===== config.mk =====
export PLATFORM = sky130hd
export DESIGN_NAME = acpc_top
export DESIGN_NICKNAME = d
export VERILOG_FILES = /design/src/rtl/acpc_pkg.sv /design/src/rtl/acpc_top.sv
export VERILOG_INCLUDE_DIRS = /design/src /design/src/rtl
export SDC_FILE = /design/constraint.sdc
export NUM_CORES = 1
export LEC_CHECK = 0
export ABC_CLOCK_PERIOD_IN_PS = 3150
export BUFFER_PORTS_ARGS = -buffer_cell sky130_fd_sc_hd__buf_2
export CAP_MARGIN = 20
export CORE_MARGIN = 3
export CORE_UTILIZATION = 40
export CTS_BUF_LIST = sky130_fd_sc_hd__clkbuf_2
export DETAILED_ROUTE_END_ITERATION = 12
export PLACE_DENSITY = 0.67
export SETUP_SLACK_MARGIN = 0.5
export SYNTH_ARGS = -nofsm -noshare
export SYNTH_HDL_FRONTEND = slang
export SYNTH_SLANG_ARGS = --single-unit

===== constraint.sdc =====
create_clock -name clk_sys -period 3.15 [get_ports clk_sys]
set_clock_uncertainty 0.15 [all_clocks]
set_input_delay 0.63 -clock clk_sys [delete_from_list [all_inputs] [get_ports clk_sys]]
set_output_delay 0.63 -clock clk_sys [all_outputs]
set_load 0.005 [all_outputs]

===== src/rtl/acpc_consts.svh =====
`ifndef ACPC_CONSTS_SVH
`define ACPC_CONSTS_SVH

// Register byte offsets
`define ACPC_OFF_MODE0   32'h00000000
`define ACPC_OFF_MODE1   32'h00000004
`define ACPC_OFF_MODE2   32'h00000008
`define ACPC_OFF_ISTAT   32'h0000000C
`define ACPC_OFF_ICLR    32'h00000010
`define ACPC_OFF_IEN     32'h00000014
// Mode register zero fields
`define ACPC_M0_START    0
`define ACPC_M0_SCAN     1
`define ACPC_M0_NBUSY    6
// Mode register one fields
`define ACPC_M1_REF      7
`define ACPC_M1_IDLE     6
`define ACPC_M1_SCNW_LSB 4
// Mode register two fields
`define ACPC_M2_DONE     7
`define ACPC_M2_BUSY     6
`define ACPC_M2_START    5
// Interrupt status bits
`define ACPC_IRQ_PRIO    0
`define ACPC_IRQ_SCAN    1
// Reset values and limits
`define ACPC_RST_BYTE    8'h00
`define ACPC_CH_MAX12    4'hB
`define ACPC_RESP_OKAY   2'h0
`define ACPC_RESP_SLVERR 2'h2
`endif


===== src/rtl/acpc_pkg.sv =====
package acpc_pkg;
	// Sequencer states
	typedef enum logic [1:0] {
		ACPC_ST_IDLE = 2'b00,
		ACPC_ST_NORM = 2'b01,
		ACPC_ST_PRIO = 2'b10
	} acpc_state_t;
	// Scan width codes
	typedef enum logic [1:0] {
		ACPC_SCAN4    = 2'b00,
		ACPC_SCAN8    = 2'b01,
		ACPC_SCAN12   = 2'b10,
		ACPC_SCAN_RSV = 2'b11
	} acpc_scanw_t;
	// Analog input number
	typedef logic [3:0] acpc_chan_t;
endpackage


===== src/rtl/acpc_top.sv =====
// The AXI4-Lite slave port and the placing of the registers were decided locally.
`timescale 1ns/1ps
`default_nettype none
`include "acpc_consts.svh"
module acpc_top (
	input  wire logic               clk_sys,
	input  wire logic               reset_n,
	input  wire logic [31:0]        s_axi_awaddr,
	input  wire logic               s_axi_awvalid,
	output var  logic               s_axi_awready,
	input  wire logic [31:0]        s_axi_wdata,
	input  wire logic [3:0]         s_axi_wstrb,
	input  wire logic               s_axi_wvalid,
	output var  logic               s_axi_wready,
	output var  logic [1:0]         s_axi_bresp,
	output var  logic               s_axi_bvalid,
	input  wire logic               s_axi_bready,
	input  wire logic [31:0]        s_axi_araddr,
	input  wire logic               s_axi_arvalid,
	output var  logic               s_axi_arready,
	output var  logic [31:0]        s_axi_rdata,
	output var  logic [1:0]         s_axi_rresp,
	output var  logic               s_axi_rvalid,
	input  wire logic               s_axi_rready,
	input  wire logic               system_idle,
	input  wire logic               cnv_done,
	output var  logic               ref_enable,
	output var  logic               cnv_enable,
	output var  logic               cnv_start,
	output var  logic               cnv_priority,
	output var  acpc_pkg::acpc_chan_t cnv_channel,
	output var  logic               irq
);
	import acpc_pkg::*;

	// First scanned input for the current mode
	function automatic acpc_chan_t scan_first(input logic scan, input acpc_scanw_t w,
		input acpc_chan_t ch);
		scan_first = (scan && (w == ACPC_SCAN8 || w == ACPC_SCAN12)) ? 4'h0 :
			scan ? {1'b0, ch[2], 2'b00} : ch;
	endfunction

	// Last scanned input; undefined 12-channel codes clamp to the top input
	function automatic acpc_chan_t scan_last(input logic scan, input acpc_scanw_t w,
		input acpc_chan_t ch);
		scan_last = !scan ? ch : (w != ACPC_SCAN12) ? {1'b0, ch[2:0]} :
			(ch > `ACPC_CH_MAX12) ? `ACPC_CH_MAX12 : ch;
	endfunction

	// Register state
	logic        m0_scan_reg;     // Scan select
	logic [7:0]  m1_reg;          // Reference, idle, width, channel
	acpc_chan_t  m2_ch_reg;       // Priority channel
	logic        prio_busy_reg;   // Priority conversion under way
	logic        prio_done_reg;   // Priority completion, clear on read
	logic        prio_pend_reg;   // Priority launch waiting
	logic        norm_active_reg; // Normal sequence running
	acpc_chan_t  cur_ch_reg;      // Normal channel in progress
	acpc_state_t state_reg;       // Sequencer state
	acpc_state_t state_next;
	logic [1:0]  int_stat_reg;    // Sticky events
	logic [1:0]  int_en_reg;      // Event enables
	// Bus capture
	logic        aw_ok_reg;
	logic        w_ok_reg;
	logic [31:0] waddr_reg;
	logic [31:0] wdata_reg;
	logic [3:0]  wstrb_reg;
	// Completion synchroniser
	logic        done_s1_reg;
	logic        done_s2_reg;
	logic        done_s3_reg;

	// Bus handshakes
	wire aw_hs      = s_axi_awvalid & s_axi_awready;
	wire w_hs       = s_axi_wvalid & s_axi_wready;
	wire ar_hs      = s_axi_arvalid & s_axi_arready;
	wire wr_do      = aw_ok_reg & w_ok_reg & ~s_axi_bvalid;
	wire aw_ok_next = (aw_ok_reg | aw_hs) & ~wr_do;
	wire w_ok_next  = (w_ok_reg | w_hs) & ~wr_do;
	wire rv_next    = ar_hs | (s_axi_rvalid & ~s_axi_rready);
	wire wr_lane0   = wr_do & wstrb_reg[0];

	// Write decode
	wire wa_m0  = waddr_reg == `ACPC_OFF_MODE0;
	wire wa_m1  = waddr_reg == `ACPC_OFF_MODE1;
	wire wa_m2  = waddr_reg == `ACPC_OFF_MODE2;
	wire wa_clr = waddr_reg == `ACPC_OFF_ICLR;
	wire wa_en  = waddr_reg == `ACPC_OFF_IEN;
	wire wa_hit = wa_m0 | wa_m1 | wa_m2 | wa_clr | wa_en | (waddr_reg == `ACPC_OFF_ISTAT);

	// Read decode
	wire ra_m0  = s_axi_araddr == `ACPC_OFF_MODE0;
	wire ra_m1  = s_axi_araddr == `ACPC_OFF_MODE1;
	wire ra_m2  = s_axi_araddr == `ACPC_OFF_MODE2;
	wire ra_st  = s_axi_araddr == `ACPC_OFF_ISTAT;
	wire ra_en  = s_axi_araddr == `ACPC_OFF_IEN;
	wire ra_hit = ra_m0 | ra_m1 | ra_m2 | ra_st | ra_en | (s_axi_araddr == `ACPC_OFF_ICLR);

	// Start strobes; writing zero does nothing
	wire norm_wr = wr_lane0 & wa_m0 & wdata_reg[`ACPC_M0_START];
	wire prio_wr = wr_lane0 & wa_m2 & wdata_reg[`ACPC_M2_START];
	wire rd_m2   = ar_hs & ra_m2;

	// Mode fields
	wire         ref_on   = m1_reg[`ACPC_M1_REF];
	wire         idle_op  = m1_reg[`ACPC_M1_IDLE];
	acpc_scanw_t scan_w;
	assign scan_w = acpc_scanw_t'(m1_reg[`ACPC_M1_SCNW_LSB +: 2]);
	wire acpc_chan_t ch_field = m1_reg[3:0];
	wire acpc_chan_t first_ch = scan_first(m0_scan_reg, scan_w, ch_field);
	wire acpc_chan_t last_ch  = scan_last(m0_scan_reg, scan_w, ch_field);
	// Converter may run unless system idles without idle operation
	wire run_ok   = ~system_idle | idle_op;
	wire done_evt = done_s2_reg & ~done_s3_reg;
	wire seq_end  = done_evt & (state_reg == ACPC_ST_NORM) & (cur_ch_reg == last_ch);
	wire prio_end = done_evt & (state_reg == ACPC_ST_PRIO);
	// Read word; high bits and start bits are zero
	wire [7:0] rd_byte = ra_m0 ? {1'b0, norm_active_reg, 4'h0, m0_scan_reg, 1'b0} :
		ra_m1 ? m1_reg :
		ra_m2 ? {prio_done_reg, prio_busy_reg, 2'b00, m2_ch_reg} :
		ra_st ? {6'h00, int_stat_reg} :
		ra_en ? {6'h00, int_en_reg} : `ACPC_RST_BYTE;

	// Sequencer: priority launches ahead of the next normal channel
	logic       launch;
	logic       launch_prio;
	acpc_chan_t launch_ch;
	always_comb begin
		state_next  = state_reg;
		launch      = 1'b0;
		launch_prio = 1'b0;
		launch_ch   = cur_ch_reg;
		case (state_reg)
			ACPC_ST_IDLE: begin
				if (run_ok && prio_pend_reg) begin
					launch      = 1'b1;
					launch_prio = 1'b1;
					launch_ch   = m2_ch_reg;
					state_next  = ACPC_ST_PRIO;
				end else if (run_ok && norm_active_reg) begin
					launch     = 1'b1;
					state_next = ACPC_ST_NORM;
				end
			end
			ACPC_ST_NORM, ACPC_ST_PRIO: begin
				if (done_evt) begin
					state_next = ACPC_ST_IDLE;
				end
			end
			default: state_next = ACPC_ST_IDLE;
		endcase
	end

	// Bus handshake flops
	always_ff @(posedge clk_sys) begin
		if (!reset_n) begin
			aw_ok_reg     <= 1'b0;
			w_ok_reg      <= 1'b0;
			s_axi_awready <= 1'b0;
			s_axi_wready  <= 1'b0;
			s_axi_arready <= 1'b0;
			s_axi_bvalid  <= 1'b0;
			s_axi_rvalid  <= 1'b0;
		end else begin
			aw_ok_reg     <= aw_ok_next;
			w_ok_reg      <= w_ok_next;
			s_axi_awready <= ~aw_ok_next;
			s_axi_wready  <= ~w_ok_next;
			s_axi_arready <= ~rv_next;
			s_axi_bvalid  <= wr_do | (s_axi_bvalid & ~s_axi_bready);
			s_axi_rvalid  <= rv_next;
		end
	end

	// Bus payload flops
	always_ff @(posedge clk_sys) begin
		if (!reset_n) begin
			waddr_reg   <= 32'h00000000;
			wdata_reg   <= 32'h00000000;
			wstrb_reg   <= 4'h0;
			s_axi_bresp <= `ACPC_RESP_OKAY;
			s_axi_rresp <= `ACPC_RESP_OKAY;
			s_axi_rdata <= 32'h00000000;
		end else begin
			if (aw_hs) waddr_reg <= s_axi_awaddr;
			if (w_hs) begin
				wdata_reg <= s_axi_wdata;
				wstrb_reg <= s_axi_wstrb;
			end
			// Unmapped addresses answer with a slave error
			if (wr_do) s_axi_bresp <= wa_hit ? `ACPC_RESP_OKAY : `ACPC_RESP_SLVERR;
			if (ar_hs) begin
				s_axi_rdata <= {24'h000000, rd_byte};
				s_axi_rresp <= ra_hit ? `ACPC_RESP_OKAY : `ACPC_RESP_SLVERR;
			end
		end
	end

	// Mode registers; bit 4 of mode two is not stored
	always_ff @(posedge clk_sys) begin
		if (!reset_n) begin
			m0_scan_reg <= 1'b0;
			m1_reg      <= `ACPC_RST_BYTE;
			m2_ch_reg   <= 4'h0;
			int_en_reg  <= 2'h0;
		end else begin
			if (wr_lane0 && wa_m0) m0_scan_reg <= wdata_reg[`ACPC_M0_SCAN];
			if (wr_lane0 && wa_m1) m1_reg <= wdata_reg[7:0];
			if (wr_lane0 && wa_m2) m2_ch_reg <= wdata_reg[3:0];
			if (wr_lane0 && wa_en) int_en_reg <= wdata_reg[1:0];
		end
	end

	// Priority flags; a new event wins over a clear
	always_ff @(posedge clk_sys) begin
		if (!reset_n) begin
			prio_pend_reg <= 1'b0;
			prio_busy_reg <= 1'b0;
			prio_done_reg <= 1'b0;
		end else begin
			// A start while busy is dropped, not queued twice
			if (prio_wr && !prio_busy_reg) prio_pend_reg <= 1'b1;
			else if (launch_prio) prio_pend_reg <= 1'b0;
			// Only an idle path takes a start, so a start in the done cycle cannot hang busy
			if (prio_wr && !prio_busy_reg) prio_busy_reg <= 1'b1;
			else if (prio_end) prio_busy_reg <= 1'b0;
			if (prio_end) prio_done_reg <= 1'b1;
			else if (rd_m2 || prio_wr) prio_done_reg <= 1'b0;
		end
	end

	// Normal sequence walk from first to last channel
	always_ff @(posedge clk_sys) begin
		if (!reset_n) begin
			norm_active_reg <= 1'b0;
			cur_ch_reg      <= 4'h0;
			state_reg       <= ACPC_ST_IDLE;
		end else begin
			state_reg <= state_next;
			if (norm_wr && !norm_active_reg) begin
				norm_active_reg <= 1'b1;
				cur_ch_reg      <= first_ch;
			end else if (seq_end) begin
				norm_active_reg <= 1'b0;
			end else if (done_evt && state_reg == ACPC_ST_NORM) begin
				cur_ch_reg <= cur_ch_reg + 4'h1;
			end
		end
	end

	// Interrupt status; set wins over a write-one clear
	always_ff @(posedge clk_sys) begin
		if (!reset_n) begin
			int_stat_reg <= 2'h0;
			irq          <= 1'b0;
		end else begin
			for (int i = 0; i < 2; i++) begin
				if ((i == `ACPC_IRQ_PRIO) ? prio_end : seq_end) int_stat_reg[i] <= 1'b1;
				else if (wr_lane0 && wa_clr && wdata_reg[i]) int_stat_reg[i] <= 1'b0;
			end
			irq <= |(int_stat_reg & int_en_reg);
		end
	end

	// Converter drive and completion synchroniser
	always_ff @(posedge clk_sys) begin
		if (!reset_n) begin
			ref_enable   <= 1'b0;
			cnv_enable   <= 1'b0;
			cnv_start    <= 1'b0;
			cnv_priority <= 1'b0;
			cnv_channel  <= 4'h0;
			done_s1_reg  <= 1'b0;
			done_s2_reg  <= 1'b0;
			done_s3_reg  <= 1'b0;
		end else begin
			ref_enable  <= ref_on;
			cnv_enable  <= run_ok;
			cnv_start   <= launch;
			done_s1_reg <= cnv_done;
			done_s2_reg <= done_s1_reg;
			done_s3_reg <= done_s2_reg;
			if (launch) begin
				cnv_priority <= launch_prio;
				cnv_channel  <= launch_ch;
			end
		end
	end
endmodule
`default_nettype wire


# After elaboration in Yosys (flattened, before gate mapping)
# Cells that the tools add are included.
# Widths: inputs -> output; s select.
[totals]
ff_bits = 99
out_inout_bits = 50
word_cells = 168
input_bits = 109
[op_classes]
order_cmp = 1
n_bitwise = 44
n_eq_ne = 19
mux = 38
n_reduce_logical = 31
addsub = 1
[op_table]
columns = ["op", "n"]
rows = [
  ["$eq 32x4->1 const B", 4],
  ["$eq 32x5->1 const B", 4],
  ["$eq 32x3->1 const B", 2],
  ["$logic_not 32->1", 2],
  ["$mux 4", 10],
  ["$mux 8", 3],
  ["$and 1x1->1", 19],
  ["$mux 1", 17],
  ["$or 1x1->1", 15],
  ["$mux 2", 7],
  ["$reduce_bool 2->1", 7],
  ["$logic_and 1x1->1", 13],
  ["$not 1->1", 9],
  ["$add 4x1->4 const B", 1],
  ["$eq 2x1->1 const B", 2],
  ["$eq 2x2->1 const B", 2],
  ["$eq 4x4->1", 1],
  ["$gt 4x4->1 const B", 1],
  ["$ne 2x2->1 const B", 2],
  ["$pmux 2 s2", 1],
  ["$reduce_and 2->1", 2],
  ["$reduce_or 2->1", 2],
  ["$ne 3x3->1 const B", 1],
  ["$and 2x2->2", 1],
  ["other kinds (4)", 6],
]

# Logic depth before layout (Yosys ltp)
[depth]
ltp_word = 8
depth_mapped = 8
depth_no_buf = 8

# Least setup slack after synthesis
# Ideal clock, no wire load.
[synth_timing]
path_kind = "input -> register"
from = "input port s_axi_araddr[11]"
to = "register prio_done_reg"
required_ns = 2.885
path_stages = 6
arrival_ns = 2.040
path_buffers = 0
slack_ns = 0.846
setup_time_ns = 0.115
cell_sequence = "nor4_1 nand4_1 or4_4 nor3_4 a21boi_0 o21a_1"
[synth_between]
elab_chain_cells = 4
[synth_lines]
columns = ["item", "line_no", "rtl"]
rows = [
  ["from (decl)", "acpc_top.sv:18", "input wire logic [31:0] s_axi_araddr,"],
  ["$eq 32x4->1 (no line)", "--", ""],
  ["$and 1x1->1", "acpc_top.sv:103", "wire rd_m2 = ar_hs & ra_m2;"],
  ["$logic_or 1x1->1", "acpc_top.sv:229", "else if (rd_m2 || prio_wr) prio_done_reg <= 1'b0;"],
  ["$reduce_bool 2->1 (no line)", "--", ""],
  ["to (signal assigned)", "acpc_top.sv:220", "prio_done_reg <= 1'b0;"],
  ["to (signal assigned)", "acpc_top.sv:228", "if (prio_end) prio_done_reg <= 1'b1;"],
  ["to (signal assigned)", "acpc_top.sv:229", ""],
  ["to (decl)", "acpc_top.sv:55", "logic prio_done_reg;"],
]
# No other way between the ends.
# A chain may end at the register's enable or synchronous reset.

# Worst setup path in the final report
[layout_timing]
from = "register waddr_reg[20]"
to = "register prio_done_reg"
[layout_between]
elab_chain_cells = 5
[layout_lines]
columns = ["item", "line_no", "rtl"]
rows = [
  ["from (decl)", "acpc_top.sv:66", "logic [31:0] waddr_reg;"],
  ["from (signal assigned)", "acpc_top.sv:186", "if (aw_hs) waddr_reg <= s_axi_awaddr;"],
  ["$eq 32x4->1 (no line)", "--", ""],
  ["$and 1x1->1 (2 in a row)", "acpc_top.sv:102", "wire prio_wr = wr_lane0 & wa_m2 & wdata_reg[`ACPC_M2_START];"],
  ["$logic_or 1x1->1", "acpc_top.sv:229", ""],
  ["$reduce_bool 2->1 (no line)", "--", ""],
]
# No other way between the ends.

==> impl.org <==
** Run status
- Status :: finished clean

** Clocking
- The cell sitting at the root of the clock tree is a clkbuf_2.
- After clock tree synthesis, the clock-pin slew on the worst setup and hold paths is 0.29 ns.
- In this run, post-CTS repair resized a total of 0 instances.
- TritonCTS created 9 clock buffers.
- Post-CTS setup buffer count :: 0
- The number of hold buffers added after CTS was 0.
- The clock drives 97 sinks.
- CTS H-tree lvls :: 3
- Clock latency of the later-clocked register in the worst-skew pair :: 0.56 ns
- TritonCTS built the clock tree.
- Buffer levels on the longest clock path :: 2

** Global routing
- Total Routing Usage GR :: 0.163
- The via count of the first global-routing pass came to 3435.
- The first global-routing pass estimated 15400 um of wire.
- The number of antenna violations at the first check in global routing was 0.
- GR Overflow Total :: 0
- Entering global routing, the biggest net connects 43 pins.

** Die
- Die area :: between 10000 and 15000 um2
- Measured along the x axis, the die boundary spans roughly 110 um.
- The total area inside the core boundary comes to 10000 um2.
- In this run the vertical extent of the chip is approximately 110 um.
- Site row count :: 36
- For this configuration, the core starts out at a cell density of 0.420.
- Number of primary I/O pins :: 159

** Route
- DR WL/cell :: 13.2 um
- Detailed routing inserted a total of 3669 vias.
- The final layout contains routed wiring with a total length of 9720 um.
- DRC :: 0
- Mean number of vias per cell :: between 4 and 5
- The detail route stage leaves a number of antenna-violating nets equal to 0.
- DRC violation total after the first TritonRoute iteration :: 138
- The pre-antenna-repair detailed-routing pass consisted of 4 iterations.

** STA
- RSZ-0062 raised after global routing :: false
- Hold Violations, Final :: 0
- Maximum clock rate :: 0.431 GHz
- Dividing the final minimum period by the clock period gives 0.737.
- At the pin with the least slew margin, the transition time is 0.986 ns.
- Number of setup violations in the final report :: 0
- Final count of pins violating max slew :: 0
- Across all hold checks on the routed design, the worst slack comes to roughly 0.10 ns.
- The worst pin sits at a relative slew slack of 0.341.
- For the finished layout, the period the worst path requires is 2.32 ns.
- Total negative setup slack :: 0 ns

** Synth
- Of all cell types, the one taking the most synthesized area is dfxtp_1.
- Of the post-synthesis cell area, the dominant cell type holds 0.463.
- For this run, asynchronously set or reset flops after synthesis account for 0.
- Synthesis-stage register bit count :: 97
- Synthesis handed over a netlist of 502 instances.
- After synthesis, the mean cell area works out to between 8 and 9 um2.
- Unique cell type count in the Yosys netlist :: 48
- Yosys attributes the largest share of cell area to dfxtp_1 46%, nand2_1 9.1%, a21oi_1 7.0%, buf_4 4.7%, mux2i_1 4.1%.
- Post-synthesis instance area :: 4200 um2
- For this run, the register share of the synthesized area comes to 0.463.
- During synthesis, Yosys emitted a total of 0 warnings.
- Main flop type after synthesis :: dfxtp_1
- Number of flops mapped to enable cells by yosys :: 0

** Critical path
- Worst setup startpoint :: waddr_reg[20]
- Number of buffers and inverters on the critical path :: 0
- Data on the critical path is required at its endpoint by 3.46 ns.
- Stage delay of the slowest cell on the critical path :: 0.45 ns
- The worst setup path is captured at a register.
- Destination of the critical timing path :: prio_done_reg
- Crit Path Class :: register to register
- Arrival time of data at the critical path endpoint :: about 2.6 ns
- Measured in cells, the most critical reg-to-reg path has a length of 6.
- STA classifies the critical path startpoint as a register.
- Among cell families on the critical path, the largest total delay comes from simple AND/OR/NAND/NOR gates.
- Stages on the worst setup path :: 6
- The critical path goes through nor4_1, and4_1, nand3b_2, nor2_2, a31oi_1, o21a_1.
- Along the worst path, the maximum fanout reaches 6.
- Launch instance of the worst register-to-register path :: waddr_reg[20]
- Flop-to-flop setup slack :: 0.83 ns
- The largest individual stage delay along the critical path comes from the cell nor4_1.
- The endpoint identified for the worst register-to-register timing path is prio_done_reg.

** Power and ir drop
- The share of total power dissipated in the clock network is 0.298.
- The internal power of the cells totals 1.55 mW.
- Switch share :: 0.274
- NetSw :: 0.585 mW
- For this design the ratio of total power to cell area is 440 nW/um2.
- Summed over all cells, the static leakage comes to 2.03 nW.
- Of the total power, combinational logic draws 0.098.
- Share of power burned in registers :: 0.604
- The worst-case IR drop observed on VDD is 0.000252 V.

** Final layout
- The repair_antennas step left the layout with diodes totalling 0.
- Count of non-filler cells in the finished layout :: between 700 and 800
- Final core occ :: 0.485
- In the final layout, the share of cells above drive strength 1 is 0.219.
- Number of inserted filler cells in the final layout :: 1033
- The register with the most flip-flops in the layout has 32 of them.
- Most common library cell in the layout ignoring fill and taps :: buf_2
- The top cell types in the final layout, fill and taps aside, are 105 x buf_2, 102 x nand2_1, 97 x dfxtp_1.
- At the end of the flow, the number of nets in the layout was 711.
- Summing all non-filler instances in the final layout gives an area of 4850 um2.
- Synth-to-layout area growth :: 15.6%

** Place
- Routability-driven placement finished with a final weighted congestion of 0.846.
- Placement-stage cell area :: 4720 um2
- Placed insts :: 719
- In this run the tool buffered the top-level ports with 105 buffer cells.
- After legalization and detailed placement, the total HPWL measured 7300 um.

** Job
- The tool flagged a number of max-cap violations equal to 0.

** Min path
- Worst min path class :: primary input to register
## area by class of cell
| class | count | area, um2 | area share |
|---|---|---|---|
| Tap cell | 133 | 166 | 0.0343 |
| Clock buffer | 9 | 45.0 | 0.00929 |
| Multi-Input combinational cell | 373 | 2030 | 0.420 |
| Clock inverter | 7 | 83.8 | 0.0173 |
| Sequential cell | 97 | 1940 | 0.400 |
| Inverter | 8 | 30.0 | 0.00619 |
| Timing Repair Buffer | 108 | 548 | 0.113 |
## worst min path at each step
stage                    start           end  depth (start not counted)
2_1_floorplan      done_s1_reg   done_s2_reg                          1
3_3_place_gp       done_s1_reg   done_s2_reg                          1
3_5_place_dp       done_s1_reg   done_s2_reg                          1
4_1_cts        s_axi_awaddr[9]  waddr_reg[9]                          3
5_1_grt        s_axi_awaddr[9]  waddr_reg[9]                          3
6_report       s_axi_awaddr[7]  waddr_reg[7]                          3
## tightest hold or removal path, cell delays in order
cell	delay (ns)
buf_2	0.10
nand2_1	0.04
a21oi_1	0.05
## per-stage QoR
stage | total power, mW | setup WS, ns
after floorplan | 1.45 | 0.846
after global placement | 1.52 | 0.524
after detailed placement | 1.52 | 0.489
after CTS | 2.16 | 0.797
after global routing | 2.24 | 0.595
final | 2.14 | 0.828
## cell usage after synthesis (2+ instances only)
cell type  count
and3_1         6
mux2i_1       17
xor2_1         3
a211oi_1       7
o21a_1         5
and2_1        11
or3_1          2
nor4_1        12
a21boi_0       3
buf_4         26
nand4b_1       5
a21oi_1       59
nand2b_1       3
o21ai_0       10
a32oi_1        4
nand2_1      102
ha_1           5
inv_1          7
a22oi_1        4
nand3_1        7
nand4_1        5
nor2_1        39
xnor2_1        3
o22ai_1        3
nor2b_1        7
dfxtp_1       97
nor3_1         6
o311ai_0       2
buf_1          2
clkbuf_1      20
a31oi_1        3
## logic make-up (layout without fill, tap and decap cells)
logic type,count (synthesis),after routing,share of synthesized area
compound gates,103,103,0.143
xor+xnor,6,6,0.0125
fa+ha+maj,5,5,0.0149
buf+inv,57,132,0.0746
flops,97,97,0.463
mux,19,19,0.0486
other cells,1,26,0.000894
simple gates,214,214,0.242
## power groups by stage
stage          Sequential, mW  Combinational, mW  Clock (mW)
6_report                 1.29              0.210       0.636
5_1_grt                  1.30              0.241       0.703
2_1_floorplan            1.31              0.147           0
4_1_cts                  1.29              0.211       0.656
3_5_place_dp             1.31              0.210           0
3_3_place_gp             1.31              0.206           0
## layer usage
| metal | part of all wire | up-vias | GRT usage |
|---|---|---|---|
| met3 | 0.079 | 6 | 0.0507 |
| li1 | - | 1863 | - |
| met2 | 0.47 | 130 | 0.280 |
| met1 | 0.44 | 1670 | 0.199 |
| met4 | 0.0066 | 0 | 0.0379 |
| met5 | 0 | - | 0 |
Power figures use the tool's default switching activity.
